`config.mk`:
```
export PLATFORM = sky130hd
export DESIGN_NAME = pnss_spreader
export DESIGN_NICKNAME = d
export VERILOG_FILES = /design/src/hw/pnss_pkg.sv /design/src/hw/pnss_clock_gen.sv /design/src/hw/pnss_code_rom.sv /design/src/hw/pnss_spreader.sv
export SDC_FILE = /design/constraint.sdc
export NUM_CORES = 1
export LEC_CHECK = 0
export ABC_AREA = 0
export ABC_CLOCK_PERIOD_IN_PS = 3950
export BUFFER_PORTS_ARGS = -buffer_cell sky130_fd_sc_hd__buf_4
export CAP_MARGIN = 5
export CELL_PAD_IN_SITES_DETAIL_PLACEMENT = 1
export CELL_PAD_IN_SITES_GLOBAL_PLACEMENT = 1
export CORE_MARGIN = 3
export CORE_UTILIZATION = 39
export CTS_BUF_LIST = sky130_fd_sc_hd__clkbuf_16
export CTS_CLUSTER_SIZE = 8
export DETAILED_ROUTE_END_ITERATION = 6
export GPL_ROUTABILITY_DRIVEN = 0
export GPL_TIMING_DRIVEN = 0
export PLACE_DENSITY_LB_ADDON = 0.2
export SLEW_MARGIN = 20
export SYNTH_ARGS = -nofsm -noshare
export SYNTH_HDL_FRONTEND = slang
export SYNTH_SLANG_ARGS = --single-unit
export TNS_END_PERCENT = 20
```
`constraint.sdc`:
```
create_clock -name clk_in -period 3.95 [get_ports clk_in]
set_input_delay 0.1975 -clock clk_in [delete_from_list [all_inputs] [get_ports clk_in]]
set_output_delay 0.1975 -clock clk_in [all_outputs]
set_load 0.02 [all_outputs]
```
`src/hw/pnss_pkg.sv`:
```
// shared constants and types for the pseudorandom-code spreading modulator
package pnss_pkg;
	// register offsets on the cpu register port
	localparam logic [2:0] OFS_CTRL = 3'h0;
	localparam logic [2:0] OFS_START = 3'h1;
	localparam logic [2:0] OFS_LEN = 3'h2;
	localparam logic [2:0] OFS_HOLD_LO = 3'h3;
	localparam logic [2:0] OFS_HOLD_HI = 3'h4;
	localparam logic [2:0] OFS_DIV = 3'h5;
	// spreader_control field positions
	localparam int CTRL_EN_BIT = 0;
	localparam int CTRL_REF_LSB = 1;
	localparam int CTRL_CHIPOUT_BIT = 3;
	localparam int CTRL_UNSPREAD_BIT = 4;
	localparam int CTRL_BITCLK_BIT = 5;
	localparam int CTRL_RUN_BIT = 6;
	localparam int CTRL_RATIO_BIT = 7;
	// bit_clock_divider field positions
	localparam int DIV_QUARTER_BIT = 2;
	// reset values
	localparam logic [7:0] REG_RESET = 8'h00;
	localparam logic [15:0] HOLD_RESET = 16'h0000;
	// word and byte sequencing
	localparam logic [3:0] WORD_LAST_BIT = 4'hF;
	localparam logic [2:0] BYTE_LAST_BIT = 3'h7;
	localparam logic [1:0] QUARTER_LAST = 2'h3;
	// reference clock choice
	typedef enum logic [1:0] {
		PNSS_REF_SYS = 2'b00,
		PNSS_REF_TIMER0 = 2'b01,
		PNSS_REF_TIMER1 = 2'b10,
		PNSS_REF_NONE = 2'b11
	} pnss_ref_t;
	// sequencer states
	typedef enum logic [1:0] {
		PNSS_IDLE = 2'b00,
		PNSS_ARMED = 2'b01,
		PNSS_RUN = 2'b10
	} pnss_state_t;
	// mask-programmed code image, bit n is chip n; contents are arbitrary
	localparam logic [255:0] ROM_IMAGE =
		256'hB5E3_1C47_9A2D_F068_4E71_C3A9_0D5B_62F8_17AC_E94B_3F20_D586_7C1E_A3D4_58B9_206F;
endpackage

```
`src/hw/pnss_clock_gen.sv`:
```
// chip and bit tick generator derived from the selected reference ticks
module pnss_clock_gen (
	input wire logic clk_in,
	input wire logic nrst_in,
	input wire logic clear_in,
	input wire logic ref_tick_in,
	input wire logic ratio_mode_in,
	input wire logic [7:0] divider_in,
	input wire logic [7:0] len_in,
	output logic chip_tick_out,
	output logic bit_tick_out
);
	// bit period in reference ticks; a zero length or divider is taken as a base of 256, before the length-mode shift
	function automatic logic [11:0] bit_period(input logic ratio, input logic [7:0] div,
		input logic [7:0] len);
		logic [11:0] base;
		base = (ratio ? div : len) == 8'h00 ? 12'h100 : {4'h0, (ratio ? div : len)};
		if (ratio) begin
			bit_period = base;
		end else begin
			bit_period = base << div[1:0];
		end
	endfunction

	logic [1:0] quarter_q;
	logic [11:0] ref_cnt_q;
	wire logic [11:0] period = bit_period(ratio_mode_in, divider_in, len_in);
	wire logic quarter_mode = !ratio_mode_in && divider_in[pnss_pkg::DIV_QUARTER_BIT];
	wire logic bit_wrap = ref_cnt_q == period - 12'h001;

	// ticks are strobes; with clear held the whole chain stands still
	assign chip_tick_out = !clear_in && ref_tick_in &&
		(!quarter_mode || quarter_q == pnss_pkg::QUARTER_LAST);
	assign bit_tick_out = !clear_in && ref_tick_in && bit_wrap;

	always_ff @(posedge clk_in or negedge nrst_in) begin
		if (!nrst_in) begin
			quarter_q <= 2'h0;
			ref_cnt_q <= 12'h000;
		end else if (clear_in) begin
			quarter_q <= 2'h0;
			ref_cnt_q <= 12'h000;
		end else if (ref_tick_in) begin
			quarter_q <= quarter_q + 2'h1;
			ref_cnt_q <= bit_wrap ? 12'h000 : ref_cnt_q + 12'h001;
		end
	end
endmodule

```
`src/hw/pnss_code_rom.sv`:
```
// 256-chip code store read as a circular buffer
module pnss_code_rom (
	input wire logic [7:0] addr_in,
	output logic chip_out
);
	// the image lives in an array so a mask option only touches the package
	logic rom_mem [256];

	always_comb begin
		for (int i = 0; i < 256; i++) begin
			rom_mem[i] = pnss_pkg::ROM_IMAGE[i];
		end
	end

	// combinational lookup; the caller registers the result
	assign chip_out = rom_mem[addr_in];
endmodule

```
`src/hw/pnss_spreader.sv`:
```
// direct-sequence spreading modulator with register port and pin muxing
module pnss_spreader (
	input wire logic clk_in,
	input wire logic nrst_in,
	input wire logic [2:0] reg_addr_in,
	input wire logic [7:0] reg_wdata_in,
	input wire logic reg_wr_in,
	output logic [7:0] reg_rdata_out,
	input wire logic code_only_select_in,
	input wire logic counter_timer_zero_in,
	input wire logic counter_timer_one_in,
	input wire logic refill_clear_in,
	input wire logic port2_bit0_output_enable_in,
	input wire logic port2_bit7_output_enable_in,
	output logic refill_request_out,
	output logic port3_bit5_pin_out,
	output logic port3_bit5_pin_oe_out,
	output logic port3_bit6_pin_out,
	output logic port3_bit6_pin_oe_out,
	output logic port2_bit0_pin_out,
	output logic port2_bit0_pin_oe_out,
	output logic port2_bit7_pin_out,
	output logic port2_bit7_pin_oe_out
);
	// register file
	logic [7:0] ctrl_q;
	logic [7:0] start_q;
	logic [7:0] len_q;
	logic [15:0] hold_q;
	logic [7:0] div_q;
	logic [7:0] rdata_q;
	// sequencer state
	pnss_pkg::pnss_state_t state_q;
	pnss_pkg::pnss_state_t state_d;
	logic run_prev_q;
	logic [15:0] shift_q;
	logic [15:0] shift_d;
	localparam logic [15:0] HOLD_ZERO = pnss_pkg::HOLD_RESET;
	logic [3:0] bit_idx_q;
	logic [3:0] bit_idx_d;
	logic [7:0] addr_q;
	logic [7:0] addr_d;
	logic [7:0] chip_cnt_q;
	logic [7:0] chip_cnt_d;
	logic refill_q;
	// pin drivers
	logic spread_q;
	logic unspread_q;
	logic chip_clk_q;
	logic bit_clk_q;
	logic spread_oe_q;
	logic chip_oe_q;
	logic unspread_oe_q;
	logic bitclk_oe_q;

	// write strobes per register
	wire logic wr_ctrl = reg_wr_in && reg_addr_in == pnss_pkg::OFS_CTRL;
	wire logic wr_start = reg_wr_in && reg_addr_in == pnss_pkg::OFS_START;
	wire logic wr_len = reg_wr_in && reg_addr_in == pnss_pkg::OFS_LEN;
	wire logic wr_hold_lo = reg_wr_in && reg_addr_in == pnss_pkg::OFS_HOLD_LO;
	wire logic wr_hold_hi = reg_wr_in && reg_addr_in == pnss_pkg::OFS_HOLD_HI;
	wire logic wr_div = reg_wr_in && reg_addr_in == pnss_pkg::OFS_DIV;

	// control fields
	wire logic enable = ctrl_q[pnss_pkg::CTRL_EN_BIT];
	wire logic run_bit = ctrl_q[pnss_pkg::CTRL_RUN_BIT];
	wire logic ratio_mode = ctrl_q[pnss_pkg::CTRL_RATIO_BIT];
	wire pnss_pkg::pnss_ref_t ref_sel = pnss_pkg::pnss_ref_t'(ctrl_q[pnss_pkg::CTRL_REF_LSB +: 2]);

	// readback; the shift register is deliberately absent
	wire logic [7:0] rdata_d =
		reg_addr_in == pnss_pkg::OFS_CTRL ? ctrl_q :
		reg_addr_in == pnss_pkg::OFS_START ? start_q :
		reg_addr_in == pnss_pkg::OFS_LEN ? len_q :
		reg_addr_in == pnss_pkg::OFS_HOLD_LO ? hold_q[7:0] :
		reg_addr_in == pnss_pkg::OFS_HOLD_HI ? hold_q[15:8] :
		reg_addr_in == pnss_pkg::OFS_DIV ? div_q : 8'h00;

	// reference tick select; the reserved code gives no ticks at all
	wire logic ref_tick =
		ref_sel == pnss_pkg::PNSS_REF_SYS ? 1'b1 :
		ref_sel == pnss_pkg::PNSS_REF_TIMER0 ? counter_timer_zero_in :
		ref_sel == pnss_pkg::PNSS_REF_TIMER1 ? counter_timer_one_in : 1'b0;

	// run edge; restart also rephases the clock chain so chips line up
	wire logic run_rise = enable && run_bit && !run_prev_q;
	wire logic gen_clear = !enable || run_rise;

	wire logic chip_tick;
	wire logic bit_tick;
	wire logic rom_chip;

	pnss_clock_gen u_clock_gen (
		.clk_in(clk_in),
		.nrst_in(nrst_in),
		.clear_in(gen_clear),
		.ref_tick_in(ref_tick),
		.ratio_mode_in(ratio_mode),
		.divider_in(div_q),
		.len_in(len_q),
		.chip_tick_out(chip_tick),
		.bit_tick_out(bit_tick)
	);

	pnss_code_rom u_code_rom (
		.addr_in(addr_q),
		.chip_out(rom_chip)
	);

	// word and byte boundary decode
	wire logic running = state_q == pnss_pkg::PNSS_RUN;
	wire logic word_end = bit_idx_q == pnss_pkg::WORD_LAST_BIT;
	wire logic byte_end = bit_idx_q[2:0] == pnss_pkg::BYTE_LAST_BIT;
	wire logic stop_now = running && bit_tick && byte_end && !run_bit;
	wire logic reload = running && bit_tick && word_end && run_bit;
	// last chip of the cycle; length zero wraps after 256 chips
	wire logic code_wrap = chip_cnt_q == len_q - 8'h01;
	wire logic data_bit = shift_q[15];
	wire logic spread_d = code_only_select_in ? rom_chip : rom_chip ^ data_bit;

	// sequencer next state
	always_comb begin
		state_d = state_q;
		shift_d = shift_q;
		bit_idx_d = bit_idx_q;
		addr_d = addr_q;
		chip_cnt_d = chip_cnt_q;
		if (!enable) begin
			state_d = pnss_pkg::PNSS_IDLE;
			shift_d = HOLD_ZERO;
		end else if (run_rise) begin
			state_d = pnss_pkg::PNSS_ARMED;
			shift_d = hold_q;
			bit_idx_d = 4'h0;
			addr_d = start_q;
			chip_cnt_d = 8'h00;
		end else begin
			unique case (state_q)
				pnss_pkg::PNSS_IDLE: begin
					state_d = pnss_pkg::PNSS_IDLE;
				end
				pnss_pkg::PNSS_ARMED: begin
					// first bit and first chip go out together on the bit tick
					if (!run_bit) begin
						state_d = pnss_pkg::PNSS_IDLE;
						shift_d = HOLD_ZERO;
					end else if (bit_tick) begin
						state_d = pnss_pkg::PNSS_RUN;
					end
				end
				pnss_pkg::PNSS_RUN: begin
					if (stop_now) begin
						state_d = pnss_pkg::PNSS_IDLE;
						shift_d = HOLD_ZERO;
					end else if (reload) begin
						shift_d = hold_q;
						bit_idx_d = 4'h0;
					end else if (bit_tick) begin
						shift_d = {shift_q[14:0], 1'b0};
						bit_idx_d = bit_idx_q + 4'h1;
					end
					// code address walks on chip ticks, independent of data edges
					if (chip_tick && !stop_now) begin
						if (code_wrap) begin
							addr_d = start_q;
							chip_cnt_d = 8'h00;
						end else begin
							addr_d = addr_q + 8'h01;
							chip_cnt_d = chip_cnt_q + 8'h01;
						end
					end
				end
				default: begin
					state_d = pnss_pkg::PNSS_IDLE;
				end
			endcase
		end
	end

	// registers written by the cpu
	always_ff @(posedge clk_in or negedge nrst_in) begin
		if (!nrst_in) begin
			ctrl_q <= pnss_pkg::REG_RESET;
			start_q <= pnss_pkg::REG_RESET;
			len_q <= pnss_pkg::REG_RESET;
			hold_q <= pnss_pkg::HOLD_RESET;
			div_q <= pnss_pkg::REG_RESET;
			rdata_q <= pnss_pkg::REG_RESET;
		end else begin
			if (wr_ctrl) ctrl_q <= reg_wdata_in;
			if (wr_start) start_q <= reg_wdata_in;
			if (wr_len) len_q <= reg_wdata_in;
			if (wr_hold_lo) hold_q[7:0] <= reg_wdata_in;
			if (wr_hold_hi) hold_q[15:8] <= reg_wdata_in;
			if (wr_div) div_q <= reg_wdata_in;
			rdata_q <= rdata_d;
		end
	end

	// sequencer registers
	always_ff @(posedge clk_in or negedge nrst_in) begin
		if (!nrst_in) begin
			state_q <= pnss_pkg::PNSS_IDLE;
			run_prev_q <= 1'b0;
			shift_q <= pnss_pkg::HOLD_RESET;
			bit_idx_q <= 4'h0;
			addr_q <= 8'h00;
			chip_cnt_q <= 8'h00;
		end else begin
			state_q <= state_d;
			run_prev_q <= run_bit;
			shift_q <= shift_d;
			bit_idx_q <= bit_idx_d;
			addr_q <= addr_d;
			chip_cnt_q <= chip_cnt_d;
		end
	end

	// refill flag: a reload in the clear cycle still sets it
	always_ff @(posedge clk_in or negedge nrst_in) begin
		if (!nrst_in) begin
			refill_q <= 1'b0;
		end else if (!enable) begin
			refill_q <= 1'b0;
		end else if (reload) begin
			refill_q <= 1'b1;
		end else if (refill_clear_in) begin
			refill_q <= 1'b0;
		end
	end

	// stream outputs; static low while idle so the transmitter sees no chatter
	always_ff @(posedge clk_in or negedge nrst_in) begin
		if (!nrst_in) begin
			spread_q <= 1'b0;
			unspread_q <= 1'b0;
			chip_clk_q <= 1'b0;
			bit_clk_q <= 1'b0;
		end else begin
			spread_q <= running ? spread_d : 1'b0;
			unspread_q <= running ? data_bit : 1'b0;
			chip_clk_q <= running ? chip_clk_q ^ chip_tick : 1'b0;
			bit_clk_q <= state_q != pnss_pkg::PNSS_IDLE ? bit_clk_q ^ bit_tick : 1'b0;
		end
	end

	// pin enables; port2 pins also need their direction set to output
	always_ff @(posedge clk_in or negedge nrst_in) begin
		if (!nrst_in) begin
			spread_oe_q <= 1'b0;
			chip_oe_q <= 1'b0;
			unspread_oe_q <= 1'b0;
			bitclk_oe_q <= 1'b0;
		end else begin
			spread_oe_q <= enable;
			chip_oe_q <= enable && ctrl_q[pnss_pkg::CTRL_CHIPOUT_BIT];
			unspread_oe_q <= enable && ctrl_q[pnss_pkg::CTRL_UNSPREAD_BIT] &&
				port2_bit0_output_enable_in;
			bitclk_oe_q <= enable && ctrl_q[pnss_pkg::CTRL_BITCLK_BIT] &&
				port2_bit7_output_enable_in;
		end
	end

	assign reg_rdata_out = rdata_q;
	assign refill_request_out = refill_q;
	assign port3_bit5_pin_out = spread_q;
	assign port3_bit5_pin_oe_out = spread_oe_q;
	assign port3_bit6_pin_out = chip_clk_q;
	assign port3_bit6_pin_oe_out = chip_oe_q;
	assign port2_bit0_pin_out = unspread_q;
	assign port2_bit0_pin_oe_out = unspread_oe_q;
	assign port2_bit7_pin_out = bit_clk_q;
	assign port2_bit7_pin_oe_out = bitclk_oe_q;

	// checks on the sequencer and pin muxing
	spread_pin_en_a: assert property (
		@(posedge clk_in) disable iff (!nrst_in)
		port3_bit5_pin_oe_out == $past(enable))
		else $error("spread pin enable does not follow enable bit");

	refill_off_a: assert property (
		@(posedge clk_in) disable iff (!nrst_in)
		!enable |=> !refill_request_out)
		else $error("refill flag set while disabled");

	refill_set_a: assert property (
		@(posedge clk_in) disable iff (!nrst_in)
		reload && enable |=> refill_request_out && shift_q == $past(hold_q))
		else $error("word reload did not raise refill flag");

	refill_clear_a: assert property (
		@(posedge clk_in) disable iff (!nrst_in)
		refill_clear_in && !reload && enable |=> !refill_request_out)
		else $error("refill flag did not clear");

	chip_pin_en_a: assert property (
		@(posedge clk_in) disable iff (!nrst_in)
		port3_bit6_pin_oe_out == $past(enable && ctrl_q[pnss_pkg::CTRL_CHIPOUT_BIT]))
		else $error("chip clock pin enable wrong");

	unspread_pin_a: assert property (
		@(posedge clk_in) disable iff (!nrst_in)
		!port2_bit0_output_enable_in |=> !port2_bit0_pin_oe_out)
		else $error("unspread pin driven while port is an input");

	bitclk_pin_a: assert property (
		@(posedge clk_in) disable iff (!nrst_in)
		!enable || !ctrl_q[pnss_pkg::CTRL_BITCLK_BIT] |=> !port2_bit7_pin_oe_out)
		else $error("bit clock pin driven while not enabled");

	start_load_a: assert property (
		@(posedge clk_in) disable iff (!nrst_in)
		run_rise |=> state_q == pnss_pkg::PNSS_ARMED && addr_q == $past(start_q)
			&& shift_q == $past(hold_q))
		else $error("run start did not load word and offset");

	code_only_a: assert property (
		@(posedge clk_in) disable iff (!nrst_in)
		running && code_only_select_in |=> port3_bit5_pin_out == $past(rom_chip))
		else $error("code-only output is not the raw chip");

	stop_byte_a: assert property (
		@(posedge clk_in) disable iff (!nrst_in)
		running && enable && !run_rise && !byte_end |=> state_q == pnss_pkg::PNSS_RUN)
		else $error("spreading stopped inside a byte");

	stop_flush_a: assert property (
		@(posedge clk_in) disable iff (!nrst_in)
		stop_now && !run_rise |=> state_q == pnss_pkg::PNSS_IDLE && shift_q == 16'h0000
			&& !refill_request_out == !$past(refill_q && !refill_clear_in))
		else $error("stop did not flush without reload");

	code_wrap_a: assert property (
		@(posedge clk_in) disable iff (!nrst_in)
		running && chip_tick && code_wrap && !stop_now && !run_rise && enable
			|=> addr_q == $past(start_q) && chip_cnt_q == 8'h00)
		else $error("code address did not wrap to start offset");

	idle_static_a: assert property (
		@(posedge clk_in) disable iff (!nrst_in)
		!running |=> !port3_bit5_pin_out && !port2_bit0_pin_out)
		else $error("stream outputs toggle while idle");
endmodule

```
[Word-level counts from Yosys, hierarchy flattened]
Memories as Yosys holds them, arrays and structs flattened.
Cells that the tools add are included.
Storage, ports and cells
  memory bits (writable): 0
  latch bits: 0
  ROM bits: 256
  memories kept: 1
  output and inout bits: 17
  flip-flop bits (word level): 118
  input port bits: 20
Cells by class
  equality and inequality tests: 21
  divide/modulo/power cells: 0
  shifts and indexed selects: 1
  bitwise gates (word level): 4
  multipliers: 0
  $add $sub $neg: 7
  magnitude comparators: 1
  mux-type cells: 53
  reduce and logical (&&, ||, !) cells: 44
Memories
  (name not given): words 256, width 1, read ports 1, clocked after Yosys merged registers in 0, wr ports 0, RTL line pnss_code_rom.sv:16  | assign chip_out = rom_mem[addr_in];
Operator list (count)
  $mux 8: 15
  $mux 16: 6
  $mux 12: 4
  $pmux 16 s2: 1
  $logic_and 1x1->1: 23
  $mux 4: 5
  $add 8x1->8 const B: 2
  $mux 2: 7
  $mux 1: 13
  $add 12x1->12 const B: 1
  $eq 12x12->1: 1
  $shl 12x2->12: 1
  $sub 12x1->12 const B: 1
  $eq 3x3->1 const B: 3
  $ge 9x9->1 const B: 1
  $mux 9: 1
  $not 8->9: 1
  $eq 8x8->1: 1
  $logic_not 8->1: 1
  $reduce_bool 2->1: 4
  $sub 8x1->8 const B: 1
  $logic_not 1->1: 7
  $eq 2x2->1 const B: 3
  $eq 3x2->1 const B: 2
  other kinds (21): 26

[Depth between registers and ports, before layout]
Gate-level depths: netlist of the first run.
  depth after elaboration: 16
  mapped depth: 17

[Modules after synthesis]
Synthesis of the first run repeated with hierarchy kept, for this count alone.
Second synthesis, totals
  cell total of the unflattened synthesis: 770
  area total of the unflattened synthesis: 7629.8 um2
Modules (own cells, without submodules)
  pnss_spreader: area an instance 5245.0 um2, seq. area each 2602.5 um2, times used 1, cells each 484
  pnss_clock_gen: area an instance 1734.2 um2, seq. area each 350.3 um2, times used 1, cells each 204
  pnss_code_rom: area an instance 650.6 um2, seq. area each 0.0 um2, times used 1, cells each 82

[Least setup slack after synthesis of the first run]
OpenSTA, ideal clock, no wires.
  kind: register to register
  start: register ctrl_q[7]
  end: register shift_q[6]
  setup slack: 0.106 ns
  clock period less this slack: 3.844 ns
  stages on the path, launching flop included: 18
  arrival: 3.717 ns
  cells stage by stage: dfrtp_1 buf_4 clkbuf_1 buf_1 a21oi_1 ha_1 a21bo_2 a211oi_1 nand3_1 o21ba_2 xor2_1 a32o_1 o211a_1 buf_4 o221a_2 buf_4 o21ai_0 nor2_1
Between the ends
  word-level cells in the longest chain between the ends: 16
  elaborated cells on any way between the ends: 20
RTL lines
  start, declared: RTL line pnss_spreader.sv:26  | logic [7:0] ctrl_q;
  start signal, assigned: RTL line pnss_spreader.sv:183  | ctrl_q <= pnss_pkg::REG_RESET;
  start signal, assigned: RTL line pnss_spreader.sv:190  | if (wr_ctrl) ctrl_q <= reg_wdata_in;
  $mux 8: RTL line pnss_clock_gen.sv:17  | base = (ratio ? div : len) == 8'h00 ? 12'h100 : {4'h0, (ratio ? div : len)};
  $logic_not 8->1: RTL line pnss_clock_gen.sv:17
  $mux 9: RTL line pnss_clock_gen.sv:17
  $shl 12x2->12: RTL line pnss_clock_gen.sv:21  | bit_period = base << div[1:0];
  $mux 12 (*): RTL line pnss_clock_gen.sv:18  | if (ratio) begin
  $sub 12x1->12 (*): RTL line pnss_clock_gen.sv:29  | wire logic bit_wrap = ref_cnt_q == period - 12'h001;
  $eq 12x12->1 (*): RTL line pnss_clock_gen.sv:29
  $logic_and 1x1->1 (*): RTL line pnss_clock_gen.sv:34  | assign bit_tick_out = !clear_in && ref_tick_in && bit_wrap;
  $logic_and 1x1->1: RTL line pnss_spreader.sv:114, pnss_spreader.sv:115
  $logic_and 1x1->1 (2 in a row): RTL line pnss_spreader.sv:115  | wire logic reload = running && bit_tick && word_end && run_bit;
  $mux 16: RTL line pnss_spreader.sv:155  | end else if (reload) begin
  $mux 16: RTL line pnss_spreader.sv:152  | if (stop_now) begin
  $pmux 16 s2: RTL line pnss_spreader.sv:138  | unique case (state_q)
  $mux 16: RTL line pnss_spreader.sv:131  | end else if (run_rise) begin
  $mux 16: RTL line pnss_spreader.sv:128  | if (!enable) begin
  end signal, assigned: RTL line pnss_spreader.sv:205  | shift_q <= pnss_pkg::HOLD_RESET;
  end signal, assigned: RTL line pnss_spreader.sv:212  | shift_q <= shift_d;
  end, declared: RTL line pnss_spreader.sv:36  | logic [15:0] shift_q;
Every way passes the cells marked *; elsewhere a longest branch is shown, timed or not.
A chain may end at the register's enable or synchronous reset.

[Worst setup path in the final report of the first run]
  start: register ctrl_q[7]
  end: register u_clock_gen.ref_cnt_q[6]
Between the ends
  word-level cells in the longest chain between the ends: 10
RTL lines
  $mux 8: RTL line pnss_clock_gen.sv:17
  $logic_not 8->1: RTL line pnss_clock_gen.sv:17
  $mux 9: RTL line pnss_clock_gen.sv:17
  $shl 12x2->12: RTL line pnss_clock_gen.sv:21
  $mux 12 (*): RTL line pnss_clock_gen.sv:18
  $sub 12x1->12 (*): RTL line pnss_clock_gen.sv:29
  $eq 12x12->1 (*): RTL line pnss_clock_gen.sv:29
  $mux 12 (*): RTL line pnss_clock_gen.sv:45  | ref_cnt_q <= bit_wrap ? 12'h000 : ref_cnt_q + 12'h001;
  $mux 12 (*): RTL line pnss_clock_gen.sv:43  | end else if (ref_tick_in) begin
  $mux 12 (*): RTL line pnss_clock_gen.sv:40  | end else if (clear_in) begin
  end signal, assigned: RTL line pnss_clock_gen.sv:45
  end, declared: RTL line pnss_clock_gen.sv:26  | logic [11:0] ref_cnt_q;
Every way passes the cells marked *; elsewhere a longest branch is shown, timed or not. The select of a mux whose other input is x is not followed.

==> summary by stage, run 1 <==
Place
The HPWL after detailed placement is 16600 um. The count of buffers added on input and output ports is 33. Prior to clock tree synthesis, the placed netlist has a worst setup slack of -1.08 ns.

Yosys
Yosys mapped a number of flops with a built-in enable equal to 0. The biggest area contributor in the post-synthesis netlist is dfrtp_1. By area the synthesized netlist is led by dfrtp_1, mux2_2, mux2i_1.

After technology mapping, the gate count stands at just under 800. The mean cell area of the mapped netlist is around 9.5 um2. dfrtp_1 is the most common cell in the netlist. The number of distinct library cell variants in the gate-level netlist after synthesis is between 70 and 80. After synthesis, flip-flops and latches occupy roughly 40% of the total area. By count the netlist is led by dfrtp_1, nor2_1, nand2_1. The post-synthesis instance area is about 7400 um2. For this run, asynchronously set or reset flops after synthesis account for 100%. The total number of yosys warnings is 0.

Among all flip-flop cells after synthesis, the most frequent one is dfrtp_1. The synthesis-stage register bit count is 118. The number of nets produced by synthesis is approximately 810. The area share of the largest cell type after synthesis is between 40% and 50%.

Clock tree
For the worst-skew pair, the clock arrives at the later sink with an insertion delay of about 0.4 ns. The depth of the CTS H-tree is 4. The clock sink count is about 120. The CTS tree is built.

The buffer type at the clock tree root is clkbuf_16. Counting along the longest clock path gives a buffer depth of 2. Clock-pin slew was measured on the worst setup and hold paths at ~0.06 ns. The TritonCTS buffer count is 17.

Worst setup path
The slowest cell on the critical path is dfrtp_1. Along the worst path, the maximum fanout reaches 10. The largest stage delay on the critical path is roughly 0.38 ns. The worst setup path is launched from a flop. The worst setup path is of the reg -> reg kind. The signal on the critical path passes through buf_4 > buf_4 > buf_6 > a21oi_4 > ha_4 > a21bo_2 > a211oi_4 > nand3_2 > o21ba_2 > xor2_1 > a32o_1 > or2_2 > a21o_1 > buf_2 > clkbuf_4 > nor3b_1 > a21o_1. At the worst endpoint, the required time is between 4 and 5 ns.

The data arrival time of the critical path is between 4 and 5 ns. The worst setup path is captured at a flop.

Timing
The final-layout worst hold slack is 0.0358 ns. The clock skew is roughly 0.0092 ns. The total count of max-transition violations in the final report was 0. In this run the tightest slew margin relative to its limit is ~29%. Setup violations remaining at the end of the flow were counted as 0. The sum of negative setup slack is 0 ns. The final-report hold violation count was 0. The fmax is 0.267 GHz. After layout, the minimum clock period comes to between 3 and 4 ns.

The final critical path takes up ~95% of the cycle. Across all setup checks in the final design, the least slack found is 0.205 ns. The actual slew at the worst max-slew pin is between 1 and 1.5 ns.

Drt
The post-route DRC violation count is 0. The average via count per standard cell is 5.90. Summed over all layers, the routed wires come to between 20000 and 25000 um. The via count is 6416. The detail-routed net length per standard cell is approximately 21 um.

In this run the remaining antenna-violating nets after routing total 0. Before antenna repair, the detailed router went through 4 iterations. The first routing iteration left 361 violations.

Final layout
The multi-input combinational cells in the finished layout cover a total of about 4300 um2. The fill cell total of the finished layout is slightly above 2000. Across the whole layout, storage elements account for 2950 um2.

The area growth from synthesis to layout is 20.0%. The antenna diode instance count is 0. Of the cells placed in the final design, the portion with a size suffix greater than 1 is between 20% and 30%.

At the end of the flow, the number of nets in the layout was roughly 880.

Run status
The run finished with clean final reports.

Power and ir drop
In this run the power density over the cells is a little over 600 nW/um2. The design draws approximately 5.4 mW. The maximum ir drop on the vdd rail is between 300 and 400 uV. In this run the static leakage power is ~3.8 nW.

Floorplan
The floorplan step defined a die boundary enclosing about 20000 um2. From bottom edge to top edge, the die measures around 140 um. The effective utilization at floorplan is a little over 40%. The number of placement rows is 49. The core region is 18300 um2. The number of top-level pins is 37. The die is between 100 and 150 um wide.

Job
The count of max-cap constraint violations is 0.

GRT
The pin count of the biggest net entering global routing is between 60 and 70. The first global-routing pass estimated around 37000 um of wire. The initial antenna violation count came to 0. The leftover overflow at the end of global routing is 0. The via count of the first global-routing pass is 6936.

The total global-route track usage is 23.2%.

Min path
The worst hold path belongs to the class in -> reg.
critical path: cells and delay by family (launching register included):
family,cells,cell delay (ns)
AOI/OAI and AO/OA,7,1.49
and+or+nand+nor,3,0.66
adders and majority gates,1,0.17
xor gates and xnor gates,1,0.07
buffers and inverters,5,0.91
DFF,1,0.38
cell families after synthesis:
kind of cell / share of synthesized area (%)
adders and majority gates: 3.05
and+or+nand+nor: 17.1
muxes: 12.5
DFF: 40.0
AOI/OAI and AO/OA: 18.9
xor gates and xnor gates: 3.99
buffers and inverters: 4.38
path summary, 6_finish.rpt:
check                                             from                        to  slack, ns  depth (start not counted)
setup / recovery                             ctrl_q[7]  u_clock_gen.ref_cnt_q[6]       0.21                         17
hold / removal             port2_bit0_output_enable_in     port2_bit0_pin_oe_out       0.04                          2
setup reg to reg                             ctrl_q[7]  u_clock_gen.ref_cnt_q[6]       0.21                         17
hold reg to reg                              ctrl_q[0]     port3_bit5_pin_oe_out       0.43                          0
max in group asynchronous                      nrst_in  u_clock_gen.ref_cnt_q[3]       2.93                          3
min in group asynchronous                      nrst_in                 addr_q[3]       0.31                          2
flip-flops by register name, summed over array words and instances (netlist names):
name,count
port3_bit6_pin_out,1
port2_bit0_pin_oe_out,1
u_clock_gen.quarter_q,2
refill_request_out,1
reg_rdata_out,8
start_q,8
len_q,8
port2_bit7_pin_out,1
u_clock_gen.ref_cnt_q,12
port3_bit6_pin_oe_out,1
port3_bit5_pin_oe_out,1
ctrl_q,8
bit_idx_q,4
port2_bit0_pin_out,1
addr_q,8
div_q,8
state_q,2
shift_q,16
chip_cnt_q,8
hold_q,16
run_prev_q,1
port3_bit5_pin_out,1
port2_bit7_pin_oe_out,1
final cells by class:
class                           instances  share of cell area (%)
Buffer                                 47                    3.03
Multi-Input combinational cell        584                    48.0
Inverter                               26                    1.10
Clock inverter                         15                    1.75
Sequential cell                       118                    33.4
Tap cell                              229                    3.24
Timing Repair Buffer                   51                    4.68
Clock buffer                           17                    4.81
through the flow:
| step | instances | instance area (um2) | util [%] |
|---|---|---|---|
| final | 1087 | 8850 | 48.4 |
| after global routing | 1087 | 8850 | 48.4 |
| after CTS | 1077 | 8670 | 47.4 |
| after detailed placement | 1039 | 7960 | 43.6 |
| after global placement | 1037 | 7910 | 43.3 |
| after floorplan | 775 | 7380 | - |
power by group:
| group | switching, mW | internal, mW |
|---|---|---|
| Combinational | 1.29 | 0.918 |
| Sequential | 0.237 | 1.41 |
| Clock | 0.596 | 0.930 |
| Total | 2.13 | 3.26 |
per-layer routing:
metal / GRT usage (%) / share of wire, % / vias up
li1: - / - / 2984
met5: 0 / 0 / -
met3: 3.76 / 2.9 / 33
met4: 7.58 / 2.0 / 0
met1: 30.5 / 45 / 3278
met2: 39.1 / 50 / 121
layout by cell type (no fill, tap or decap), types with 10 or more instances in the layout:
cell | Yosys | layout
a21oi_1 | 43 | 40
and3_1 | 13 | 13
buf_4 | 3 | 50
clkbuf_1 | 29 | 27
clkbuf_16 | 0 | 17
dfrtp_1 | 118 | 118
ha_1 | 18 | 17
inv_1 | 24 | 24
mux2_2 | 46 | 46
mux2i_1 | 30 | 29
nand2_1 | 63 | 63
nand3_1 | 22 | 21
nor2_1 | 71 | 71
nor2b_1 | 13 | 13
nor3_1 | 10 | 10
o21ai_0 | 56 | 56
xnor2_1 | 22 | 22
repair_timing:
item	in CTS	in global routing
endpoints found under the setup margin	52	44
hold buffers	1	0
pin swaps	8	9
cloned	1	1
buffers inserted	5	9
hold endpoints to repair	53	0
resized for setup	20	23
(Power assumes the default switching activity.)
==> inputs of run 2 (changes only) <==
--- a/config.mk
+++ b/config.mk
@@ -12,7 +12,7 @@
 export CELL_PAD_IN_SITES_DETAIL_PLACEMENT = 1
 export CELL_PAD_IN_SITES_GLOBAL_PLACEMENT = 1
 export CORE_MARGIN = 3
-export CORE_UTILIZATION = 39
+export CORE_UTILIZATION = 44
 export CTS_BUF_LIST = sky130_fd_sc_hd__clkbuf_16
 export CTS_CLUSTER_SIZE = 8
 export DETAILED_ROUTE_END_ITERATION = 6
==> run 2 against run 1 <==
  * Combinational power up 6%
  * Worst setup slack worse by 0.15 ns
  * Sequential power barely moved
  * Clock skew grew 0.0010 ns
  * Non-clock buffer count up 5
  * Routed wire length rose by 8.3%
  * Maximum frequency fell by 3.9%
  * Highest routed layer unchanged
  * Die area down 11%
  * Critical path depth is the same
==> summary by stage, run 2 (synthesis results as in run 1) <==
Clock tree
The clock insertion delay at the later pin of the skew report is 0.43 ns (+0.02 ns). The TritonCTS buffer count is 17 (unchanged). The depth of the CTS H-tree was 4 (unchanged).

The tree is rooted in a clkbuf_16. The register clock-pin slew on the reported worst setup and hold paths is 0.06 ns (about the same). The maximum buffer depth of the clock tree is 2 (unchanged).

The CTS tree is built. The clock sink count is 118 (unchanged).

Power and ir drop
The maximum ir drop on the vdd rail is 361 uV (+1.5%). The cell area power density came to 641 nW/um2 (+5.4%). The combinational share of power was 40.8% (-0.3 points).

The clock power share is 30.4% (+2.1 points). The total net switching power is 2.24 mW (+5.4%). The share of total power in sequential cells is 28.8% (-1.8 points). The switching share of power is 39.1% (-0.39 points). The internal power of the cells came to 3.49 mW (+7.1%). The leakage power total is 3.88 nW (+1.9%). The total power came to 5.73 mW (+6.4%).

Place
The post-DP HPWL is 16500 um (-0.55%). The number of placed instances with taps included is 1026 (-1.3%). The number of buffer cells added on primary ports came to 33 (unchanged).

Timing
The fmax is 0.257 GHz (-3.9%). The fraction of the cycle the final worst path needs is 98.6% (+3.8 points). The clock skew was 0.0102 ns (+0.00102 ns).

The total count of max-transition violations in the final report is 0 (unchanged). The actual slew at the worst max-slew pin is 0.949 ns (-0.113 ns). The final-report hold violation count is 0 (unchanged). The normalized max-slew margin is 36.5% (+7.6 points). The total setup violations reported at the end of the flow is 0 (unchanged).

The minimum clock period was 3.90 ns (+0.151 ns). The final-layout worst hold slack is 0.0310 ns (-0.00481 ns).

Run status
The run finished with clean final reports.

GRT
The global-route wire length before repair was 39300 um (+5.3%). The via count of the first global-routing pass is 7094 (+2.3%). The total global-route track usage came to 27.4% (+4.3 points).

The pin count of the biggest net entering global routing is 74 (+12%). The initial antenna violation count is 0 (unchanged). The leftover overflow at the end of global routing is 0 (unchanged).

Drt
The detail-routed net length per standard cell is 23.3 um (+9.1%). The wire length reported by the detailed router was 25100 um (+8.3%). The via count came to 6754 (+5.3%). The remaining antenna violation count after routing is 0 (unchanged). The starting DRC count in detailed routing is 439 (+22%).

The average via count per standard cell is 6.26 (+6.0%). The post-route DRC violation count is 0 (unchanged). The detailed-router iteration count before antenna repair is 5 (+1).

Final layout
The number of nets at the end of the flow is 888 (+0.57%). The antenna diode instance count is 0 (unchanged). The fraction of layout cells with a size suffix above 1 is 23.2% (+0.56 points). The area growth from synthesis to layout is 21.2%.

The final cell count without fillers is 1079 (-0.74%). Leaving out fill and tap cells, the most frequent cell in the layout is dfrtp_1. The top cell types in the final layout, fill and taps aside, are dfrtp_1, nor2_1, nand2_1. In the final layout, the registers with the most flip-flops are hold_q x16, shift_q x16, u_clock_gen.ref_cnt_q x12.

Worst setup path
The critical path launch point type is a flop. The top fanout value on the critical path is 10 (unchanged). The critical path class is reg -> reg. The critical path data required time is 4.26 ns (-0.04 ns). STA classifies the critical path endpoint as a flop. The data arrival time of the critical path was 4.20 ns (+0.10 ns).

Floorplan
The die boundary width is 135 um (-5.6%). The number of top-level pins came to 37 (unchanged). The chip height came to 135 um (-5.6%). The number of placement rows was 46 (-6.1%). The effective utilization at floorplan came to 45.6% (+5.2 points). The area of the placeable core is 16200 um2 (-11%). The area of the die is 18400 um2 (-11%).

Job
The count of max-cap constraint violations is 0 (unchanged).

Min path
The type of the most critical hold path is in -> reg.
==> run 2: changes by cell type in the layout (fill, tap and decap cells not counted), sizes merged <==
cell	previous run	this run
buf	68	72
clkbuf	46	47
clkinv	7	6
clkinvlp	4	2
bufinv	2	5
==> run 2: critical path, cell delays in order, from the launching register on <==
cell	delay [ns]
dfrtp_1	0.38
clkbuf_4	0.24
buf_4	0.24
nor4b_4	0.07
a21oi_4	0.16
ha_4	0.17
a21bo_2	0.25
a211oi_4	0.22
nand3_2	0.16
or3_1	0.40
o211ai_1	0.16
o2111a_2	0.33
o211a_1	0.18
buf_6	0.16
a21oi_2	0.12
buf_6	0.17
a221oi_1	0.26
nor2_1	0.09
==> run 2: metrics by stage <==
stage               setup slack, ns  instance area, um2  setup TNS, ns  utilization [%]
finish                       0.0545                8940              0             55.3
global route                -0.0554                8940         -0.577             55.3
CTS                         -0.0175                8790        -0.0325             54.3
detailed placement            -1.04                7940         -43.11             49.1
global placement             -0.813                7900         -31.52             48.8
floorplan                     0.106                7380              0                -
==> run 2: layout make-up <==
| class | count | area (um2) |
|---|---|---|
| flip-flops and latches | 118 | 2950 |
| plain buffers | 48 | 268 |
| inverters | 26 | 97.6 |
| multi-input cells | 584 | 4260 |
| well taps | 216 | 270 |
| clock inverters | 15 | 224 |
| repair buffers | 55 | 444 |
| fillers | 1801 | 7230 |
| clock buffers | 17 | 425 |
==> run 2: final timing paths <==
path / startpoint / to / slack (ns) / depth (start not counted)
max in group asynchronous: nrst_in / u_clock_gen.quarter_q[0] / 2.89 / 3
hold / removal: port2_bit0_output_enable_in / port2_bit0_pin_oe_out / 0.03 / 2
setup / recovery: div_q[1] / shift_q[7] / 0.05 / 17
hold reg to reg: ctrl_q[0] / port3_bit5_pin_oe_out / 0.48 / 0
min in group asynchronous: nrst_in / addr_q[1] / 0.37 / 2
setup reg to reg: div_q[1] / shift_q[7] / 0.05 / 17
==> run 2: what timing repair did <==
item	CTS	global route
hold buffers	1	0
gates resized for setup	24	23
setup endpoints to repair	52	44
endpoints found under the hold margin	72	0
cloned	2	0
buffers inserted	8	10
pin swaps	5	6
==> run 2: power by group through the flow <==
stage	clock network, mW	logic (mW)	registers (mW)
final	1.74	2.34	1.65
after global routing	1.80	2.53	1.67
after CTS	1.75	2.20	1.64
after detailed placement	0	2.06	1.65
after global placement	0	1.95	1.63
after floorplan	0	1.46	1.59
==> run 2: routing by layer <==
metal	part of all wire (%)	track usage [%]
met1	42	35.3
met2	51	47.2
met3	4.4	3.83
met4	2.7	10.2
met5	0	0
